`config.mk`:
```
export PLATFORM = sky130hd
export DESIGN_NAME = sysctl_coproc_id_regs
export DESIGN_NICKNAME = d
export VERILOG_FILES = /design/src/design/cache_descriptor.v /design/src/design/sysctl_coproc_id_regs.v
export VERILOG_INCLUDE_DIRS = /design/src /design/src/design
export SDC_FILE = /design/constraint.sdc
export NUM_CORES = 1
export LEC_CHECK = 0
export CELL_PAD_IN_SITES_DETAIL_PLACEMENT = 1
export CELL_PAD_IN_SITES_GLOBAL_PLACEMENT = 2
export CORE_ASPECT_RATIO = 1.2
export CORE_UTILIZATION = 39
export CTS_CLUSTER_SIZE = 20
export DETAILED_ROUTE_END_ITERATION = 10
export DONT_BUFFER_PORTS = 1
export PLACE_DENSITY = 0.94
export SYNTH_ARGS = -nofsm -noshare
export SYNTH_HDL_FRONTEND = slang
export SYNTH_HIERARCHICAL = 1
export SYNTH_SLANG_ARGS = --single-unit
```
`constraint.sdc`:
```
create_clock -name clk -period 3.6 [get_ports clk]
set_input_delay 0.18 -clock clk [delete_from_list [all_inputs] [get_ports clk]]
set_output_delay 0.18 -clock clk [all_outputs]
set_load 0.01 [all_outputs]
```
`src/design/sysctl_coproc_consts.vh`:
```
// Constants for the system-control coprocessor register-zero group.
// Assumes inclusion by bare name from design files; definitions only.
`ifndef SYSCTL_COPROC_CONSTS_VH
`define SYSCTL_COPROC_CONSTS_VH
// ==========================================================
// Instruction fields
`define XFER_DIR_BIT 20
`define XFER_PRI_HI 19
`define XFER_PRI_LO 16
`define XFER_RD_HI 15
`define XFER_RD_LO 12
`define XFER_OP1_HI 23
`define XFER_OP1_LO 21
`define XFER_OP2_HI 7
`define XFER_OP2_LO 5
`define XFER_SEC_HI 3
`define XFER_SEC_LO 0
`define XFER_CPNUM_HI 11
`define XFER_CPNUM_LO 8
`define SYSCTL_CPNUM 4'hf
`define PRI_REG_ZERO 4'h0
`define OP2_ID 3'h0
`define OP2_CACHE 3'h1
`define OP2_TCM 3'h2
// ==========================================================
// Cache geometry codes
`define CACHE_METHOD 4'he
`define CACHE_SPLIT 1'h1
`define CACHE_ASSOC_4WAY 3'h2
`define CACHE_MULT_PRESENT 1'h0
`define CACHE_LEN_8WORD 2'h2
`define CACHE_MIN_LOG2_KB 4'h2
`define CACHE_SIZE_CODE_OFS 4'h1
`define ZERO3 3'h0
`define ZERO2 2'h0
// ==========================================================
// Response reset values
`define RESP_RESET_WORD 32'h00000000
`define RESP_RESET_RD 4'h0
`endif

```
`src/design/cache_descriptor.v`:
```
// Builds one twelve-bit cache descriptor from a size parameter.
// Assumes size is a power of two between 4KB and 128KB.
`timescale 1ns/1ps
`default_nettype none
`include "sysctl_coproc_consts.vh"
module cache_descriptor #(
  parameter SIZE_KB = 16
) (
  output wire [11:0] descriptor
);
  // ==========================================================
  // Log2 of size; code is log2(KB)+1, so 4KB gives b0011
  function [3:0] size_code;
    input integer kb;
    integer i;
    begin
      size_code = 4'h0;
      for (i = 0; i < 16; i = i + 1)
        if ((32'h1 << i) == kb)
          size_code = i[3:0] + `CACHE_SIZE_CODE_OFS;
    end
  endfunction
  localparam [3:0] SIZE_CODE = size_code(SIZE_KB);
  // Fixed four-way, eight-word, present cache
  assign descriptor = {`ZERO2, SIZE_CODE, `CACHE_ASSOC_4WAY,
    `CACHE_MULT_PRESENT, `CACHE_LEN_8WORD};
endmodule // cache_descriptor
`default_nettype wire

```
`src/design/sysctl_coproc_id_regs.v`:
```
// Register-zero group of the system-control coprocessor: decode and read data.
// Assumes the core presents one transfer per xfer_valid pulse on clk.
// Assumes transfer inputs come from logic on clk, so they are not synchronised.
// Reads answer one enabled cycle after the transfer; privileged writes get no answer.
`timescale 1ns/1ps
`default_nettype none
`include "sysctl_coproc_consts.vh"
module sysctl_coproc_id_regs #(
  parameter DCACHE_KB = 8,
  parameter ICACHE_KB = 16,
  parameter [7:0] IMPLEMENTER = 8'h5a, // Arbitrary value
  parameter [3:0] VARIANT = 4'h1, // Arbitrary value
  parameter [3:0] ARCH = 4'h2, // Arbitrary value
  parameter [11:0] PART = 12'h123, // Arbitrary value
  parameter [3:0] REVISION = 4'h3, // Arbitrary value
  parameter [31:0] TCM_STATUS = 32'h00000000
) (
  input wire clk,
  input wire reset,
  input wire clk_en,
  input wire xfer_valid,
  input wire [31:0] xfer_instr,
  input wire privileged,
  output reg read_valid_r,
  output reg [31:0] read_data_r,
  output reg [3:0] read_rd_r,
  output reg undef_trap_r
);

  // ==========================================================
  // Access classes of one presented transfer
  localparam [1:0] ACC_NONE = 2'h0; // No transfer, or another coprocessor
  localparam [1:0] ACC_READ = 2'h1; // Privileged read of register zero
  localparam [1:0] ACC_TRAP = 2'h2; // Unprivileged; the core must trap
  localparam [1:0] ACC_SKIP = 2'h3; // Privileged write, or privileged read of another register

  // ==========================================================
  // Field helpers, shared by every multi-bit field decode below
  // Four-bit field whose low bit is given by a field macro
  function [3:0] nibble_at;
    input [31:0] word;
    input integer lo;
    begin
      nibble_at = word[lo +: 4];
    end
  endfunction

  // Three-bit field whose low bit is given by a field macro
  function [2:0] triple_at;
    input [31:0] word;
    input integer lo;
    begin
      triple_at = word[lo +: 3];
    end
  endfunction

  // Privilege is tested before direction, so an unprivileged write traps as well
  function [1:0] classify;
    input valid;
    input hit;
    input priv;
    input rd_dir;
    input zero_sel;
    begin
      if (!valid || !hit)
        classify = ACC_NONE;
      else if (!priv)
        classify = ACC_TRAP;
      else if (rd_dir && zero_sel)
        classify = ACC_READ;
      else
        classify = ACC_SKIP;
    end
  endfunction

  // Word picked by the second opcode; unlisted values give the identity
  function [31:0] select_word;
    input [2:0] sel;
    input [31:0] ident;
    input [31:0] geometry;
    input [31:0] tcm;
    begin
      case (sel)
        `OP2_ID: select_word = ident;
        `OP2_CACHE: select_word = geometry;
        `OP2_TCM: select_word = tcm;
        default: select_word = ident;
      endcase
    end
  endfunction

  // ==========================================================
  // Cache descriptors, one per cache, from the build sizes
  wire [11:0] dcache_desc;
  wire [11:0] icache_desc;

  // Data cache
  cache_descriptor #(
    .SIZE_KB(DCACHE_KB)
  ) u_dcache (
    .descriptor(dcache_desc)
  );

  // Instruction cache
  cache_descriptor #(
    .SIZE_KB(ICACHE_KB)
  ) u_icache (
    .descriptor(icache_desc)
  );

  // ==========================================================
  // Identity word; each field is a build parameter
  wire [7:0] id_implementer = IMPLEMENTER;
  wire [3:0] id_variant = VARIANT;
  wire [3:0] id_arch = ARCH;
  wire [11:0] id_part = PART;
  wire [3:0] id_revision = REVISION;

  // Assembled identity
  wire [31:0] ident_word;

  // Implementer on top, revision at the bottom
  assign ident_word = {
    id_implementer,
    id_variant,
    id_arch,
    id_part,
    id_revision
  };

  // ==========================================================
  // Cache geometry word; fixed top byte, then the two descriptors
  wire [2:0] geo_reserved = `ZERO3;
  wire [3:0] geo_method = `CACHE_METHOD;
  wire geo_split = `CACHE_SPLIT;

  // Assembled geometry
  wire [31:0] cache_word;

  // Data descriptor above the instruction descriptor
  assign cache_word = {
    geo_reserved,
    geo_method,
    geo_split,
    dcache_desc,
    icache_desc
  };

  // TCM status layout is left to the build
  wire [31:0] tcm_word = TCM_STATUS;

  // ==========================================================
  // Decode of the presented instruction word
  // Fields
  wire is_read;
  wire [3:0] pri_sel;
  wire [3:0] rd_idx;
  wire [3:0] cp_num;
  wire [2:0] op2;

  // Classification results
  wire cp_hit;
  wire reg0;
  wire [1:0] acc_class;

  // Field split; opcode one and the secondary selector are not decoded
  assign is_read = xfer_instr[`XFER_DIR_BIT];
  assign pri_sel = nibble_at(xfer_instr, `XFER_PRI_LO);
  assign rd_idx = nibble_at(xfer_instr, `XFER_RD_LO);
  assign cp_num = nibble_at(xfer_instr, `XFER_CPNUM_LO);
  assign op2 = triple_at(xfer_instr, `XFER_OP2_LO);

  // Other coprocessor numbers belong to other units and get no answer
  assign cp_hit = cp_num == `SYSCTL_CPNUM;
  assign reg0 = pri_sel == `PRI_REG_ZERO;
  assign acc_class = classify(
    xfer_valid,
    cp_hit,
    privileged,
    is_read,
    reg0
  );

  // ==========================================================
  // Next values of the response registers
  // Strobes
  reg read_valid_nxt;
  reg undef_trap_nxt;

  // Held read results
  reg [3:0] read_rd_nxt;
  reg [31:0] read_data_nxt;

  // Read strobe; writes and other registers answer nothing
  always @*
  begin
    case (acc_class)
      ACC_READ:
      begin
        read_valid_nxt = 1'h1;
      end
      default:
      begin
        read_valid_nxt = 1'h0;
      end
    endcase
  end

  // Trap strobe for unprivileged transfers
  always @*
  begin
    case (acc_class)
      ACC_TRAP:
      begin
        undef_trap_nxt = 1'h1;
      end
      default:
      begin
        undef_trap_nxt = 1'h0;
      end
    endcase
  end

  // Destination index holds until the next read
  always @*
  begin
    if (acc_class == ACC_READ)
    begin
      read_rd_nxt = rd_idx;
    end
    else
    begin
      read_rd_nxt = read_rd_r;
    end
  end

  // Read word holds until the next read, so a late reader still sees it
  always @*
  begin
    if (acc_class == ACC_READ)
    begin
      read_data_nxt = select_word(
        op2,
        ident_word,
        cache_word,
        tcm_word
      );
    end
    else
    begin
      read_data_nxt = read_data_r;
    end
  end

  // ==========================================================
  // Response registers; clk_en low freezes every one of them
  // Read strobe register
  always @(posedge clk)
  begin
    if (reset)
    begin
      read_valid_r <= 1'h0;
    end
    else if (clk_en)
    begin
      read_valid_r <= read_valid_nxt;
    end
  end

  // Trap strobe register
  always @(posedge clk)
  begin
    if (reset)
    begin
      undef_trap_r <= 1'h0;
    end
    else if (clk_en)
    begin
      undef_trap_r <= undef_trap_nxt;
    end
  end

  // Read word register
  always @(posedge clk)
  begin
    if (reset)
    begin
      read_data_r <= `RESP_RESET_WORD;
    end
    else if (clk_en)
    begin
      read_data_r <= read_data_nxt;
    end
  end

  // Destination index register
  always @(posedge clk)
  begin
    if (reset)
    begin
      read_rd_r <= `RESP_RESET_RD;
    end
    else if (clk_en)
    begin
      read_rd_r <= read_rd_nxt;
    end
  end

endmodule // sysctl_coproc_id_regs
`default_nettype wire

```
==> tab_implementation.tex <==
\begin{tabular}{lr}
\hline
Metric & Value \\
\hline
\multicolumn{2}{l}{\textbf{Finish}} \\
Layout-stage area growth over the synthesis result & -1.892\% \\
Non-filler instance count after layout & 230 \\
Share of cells above drive strength 1 & 4.545\% \\
Sequential cell area & 660.6 um\^{}2 \\
Antenna diode count & 0 \\
Footprint of the multi-input gates & 795.8 um\^{}2 \\
Number of fill cells & 495 \\
Number of nets in the layout & 212 \\
\multicolumn{2}{l}{\textbf{Run}} \\
Max-Cap Viols & 0 \\
\multicolumn{2}{l}{\textbf{Setup path}} \\
Nature of the critical path startpoint & primary input \\
Highest cell delay on the worst timing path & 990 ps \\
Crit end category & register \\
Category of the most critical setup path & in2reg \\
Arrival time at the worst endpoint & 2160 ps \\
Slowest stage cell, crit path & sky130\_fd\_sc\_hd\_\_or4\_2 \\
Required @ worst endpoint & 3760 ps \\
Crit-path max FO & 28 \\
Cell family contributing the most delay on the critical path & simple AND/OR/NAND/NOR gates \\
Cells traversed along the worst timing path & or4b\_1 > or4\_2 > mux2\_1 \\
Worst path bufs/invs & 0 \\
\multicolumn{2}{l}{\textbf{Clocking}} \\
CTS clk-pin slew, worst paths & 60 ps \\
Count of buffers added by post-CTS timing repair for setup & 0 \\
Post\_cts resized & 0 \\
Clock tree root driver cell & sky130\_fd\_sc\_hd\_\_clkbuf\_8 \\
Later-pin clock latency in the skew report & 270 ps \\
CTS max path bufs & 2 \\
CTS tree & built \\
Clock buffers created by TritonCTS & 5 \\
H-tree levels & 2 \\
Clock Sink Count & 33 \\
Number of buffers added to fix hold violations after cts & 1 \\
\multicolumn{2}{l}{\textbf{Power and ir drop}} \\
Clk network pwr share & 40.0\% \\
Power per Cell Area & 404.4 nW/um\^{}2 \\
Total net switching power & 144.4 uW \\
Comb power frac & 4.4\% \\
Internal power & 511.4 uW \\
Worst VDD drop & 210.2 uV \\
Switching part of the total power & 22.01\% \\
Sequential share of power & 55.7\% \\
Standby leakage power & 0.0007437 uW \\
\multicolumn{2}{l}{\textbf{Floorplan}} \\
Top-level port count & 75 \\
X dimension of the die & 61.43 um \\
Number of core rows & 25 \\
Overall die height & 73.32 um \\
Area of the core region & 4004 um\^{}2 \\
Die area & 4504 um\^{}2 \\
Starting density of the core & 41.28\% \\
\multicolumn{2}{l}{\textbf{Synth}} \\
Portion of synthesized cell area occupied by the leading cell type & 39.97\% \\
Yosys warnings & 6 \\
Share of cell area taken by muxes after synthesis & 18.85\% \\
Mean post-synth cell area & 8.934 um\^{}2 \\
Combinational family with the most area after synthesis & multiplexers \\
Cell area after synthesis & 1653 um\^{}2 \\
Number of enable-type register cells in the synthesized netlist & 0 \\
Synth Area in Simple Gates & 16.81\% \\
Top post-synthesis cells by area & sky130\_fd\_sc\_hd\_\_dfxtp\_1 (40\%), sky130\_fd\_sc\_hd\_\_mux2i\_1 (18\%), sky130\_fd\_sc\_hd\_\_buf\_4 (13\%) \\
Fraction of registers with async set or reset after synthesis & 0\% \\
Number of synthesized register bits & 33 \\
Post-synthesis compound-gate area fraction & 5.450\% \\
Library cells used by synthesis & 24 \\
Most frequently used flop master after synthesis & sky130\_fd\_sc\_hd\_\_dfxtp\_1 \\
Synth Area in Adders & 0\% \\
Sequential share of the synthesized area & 39.97\% \\
Parity-gate share of the synthesized area counting xor and xnor cells & 0.5299\% \\
Dominant cell type by area after synthesis & sky130\_fd\_sc\_hd\_\_dfxtp\_1 \\
Gate count after technology mapping & 185 \\
\multicolumn{2}{l}{\textbf{Routing}} \\
Via density & 4.687 \\
Vias & 1,078 \\
Antenna-violating nets left & 0 \\
DRC violations left & 0 \\
Aggregate routed wire length & 3242 um \\
Routed length per instance & 14.10 um \\
Count of TritonRoute iterations in the first routing pass & 4 \\
Detailed router's first-iteration violation count & 45 \\
\multicolumn{2}{l}{\textbf{Timing}} \\
Setup\_tns & 0 ps \\
Hold Vio Cnt, Final & 0 \\
Time the worst path needs with I/O delays and setup & 2004 ps \\
Hold slack final & 50.40 ps \\
Final setup violation count & 0 \\
Fin Clk Skew & 0 ps \\
RSZ-0062 raised after global routing & false \\
Remaining max-slew budget at the tightest pin & 27.21\% \\
Number of max-slew violations in the final report & 0 \\
Transition time at the pin with the least slew margin & 1085 ps \\
Achievable Freq & 0.4989 GHz \\
Final clock period utilization by the worst path & 55.68\% \\
\multicolumn{2}{l}{\textbf{Place}} \\
Routability congestion estimate from global placement & 0.6894 \\
Count of input and output buffers & 0 \\
Inst Count DP & 221 \\
Dpl hpwl & 2296 um \\
\multicolumn{2}{l}{\textbf{Global route}} \\
Met2 GRT Util & 30.07\% \\
First-pass GRT wire length & 4926 um \\
Initial antenna violation count & 0 \\
Remaining global-route overflow & 0 \\
Grt met3 use & 4.225\% \\
Met1 global-route usage & 13.96\% \\
Busiest metal layer after global routing & met2 \\
Number of global-route vias before repair & 1,136 \\
Gr usage total & 15.42\% \\
Maximum number of pins on one net before global-route repair & 45 \\
\multicolumn{2}{l}{\textbf{Status}} \\
Status & finished clean \\
\multicolumn{2}{l}{\textbf{Min path}} \\
Worst hold path class & in2reg \\
\hline
\end{tabular}
## flip-flops by register name, indices dropped and copies added (netlist names)
signal / flops
read_data_r: 27
undef_trap_r: 1
read_valid_r: 1
read_rd_r: 4
## power groups by stage
stage / logic [uW] / clock network (uW) / registers, uW
2_1_floorplan: 44.1 / 0 / 373
3_3_place_gp: 25.7 / 0 / 373
3_5_place_dp: 27.1 / 0 / 373
4_1_cts: 28.4 / 275 / 365
5_1_grt: 33.8 / 290 / 365
6_report: 28.5 / 262 / 365
## area by class of cell
type,instances,area share (%)
Multi-Input combinational cell,132,49.07
Timing Repair Buffer,1,0.6173
Tap cell,54,4.167
Sequential cell,33,40.74
Inverter,2,0.4630
Clock buffer,8,4.938
## through the flow
stage	cell area (um^2)	util [%]	total power, uW	setup slack [ps]
after detailed placement	1531	38.25	400.6	1288
final	1622	40.50	655.8	1596
after CTS	1622	40.50	668.1	1584
after global placement	1531	38.25	399.2	1336
after global routing	1622	40.50	688.7	1539
after floorplan	1732	-	417.6	1899
## metal layers
metal,wire [um],up-vias
li1,-,540
met1,1274,498
met2,1750,38
met3,200,2
met4,17,0
met5,0,-
## cell usage in the layout, fill, tap and decap left out, drive strengths merged
master and n:
nand4 1, nand2 52, mux2i 30, mux2 1, nor4b 1, inv 1
or4b 1, nand2b 3, xnor2 1, dlygate4sd3 1, clkinv 1, clkbuf 8
nor2b 1, o311ai 8, conb 26, a21oi 1, o21ai 1, dfxtp 33
or3b 1, nor4 1, or4 1, nor2 1, o32a 1
## worst paths after layout
path	startpoint	slack, ps	cells past startpoint	to
setup / recovery	xfer_instr[17]	1600	3	read_data_r[26]$_SDFFE_PP0P_
hold / removal	xfer_instr[13]	50	2	read_rd_r[1]$_SDFFE_PP0P_
setup reg to reg	read_data_r[26]$_SDFFE_PP0P_	2680	2	read_data_r[26]$_SDFFE_PP0P_
hold reg to reg	read_data_r[13]$_SDFFE_PP0P_	510	2	read_data_r[13]$_SDFFE_PP0P_
## synthesized netlist by cell type (3+ instances only)
master	count
sky130_fd_sc_hd__buf_6	3
sky130_fd_sc_hd__conb_1	5
sky130_fd_sc_hd__buf_4	29
sky130_fd_sc_hd__dfxtp_1	33
sky130_fd_sc_hd__clkbuf_1	7
sky130_fd_sc_hd__nand2b_1	3
sky130_fd_sc_hd__mux2i_1	30
sky130_fd_sc_hd__o311ai_0	8
sky130_fd_sc_hd__nand2_1	52
## logic make-up after synthesis
kind of cell	after synthesis
compound gates	11
xor+xnor	1
buf+inv	41
flops	33
mux	31
other cells	5
simple gates	63
Note: power is estimated with default switching activity, not from simulation.
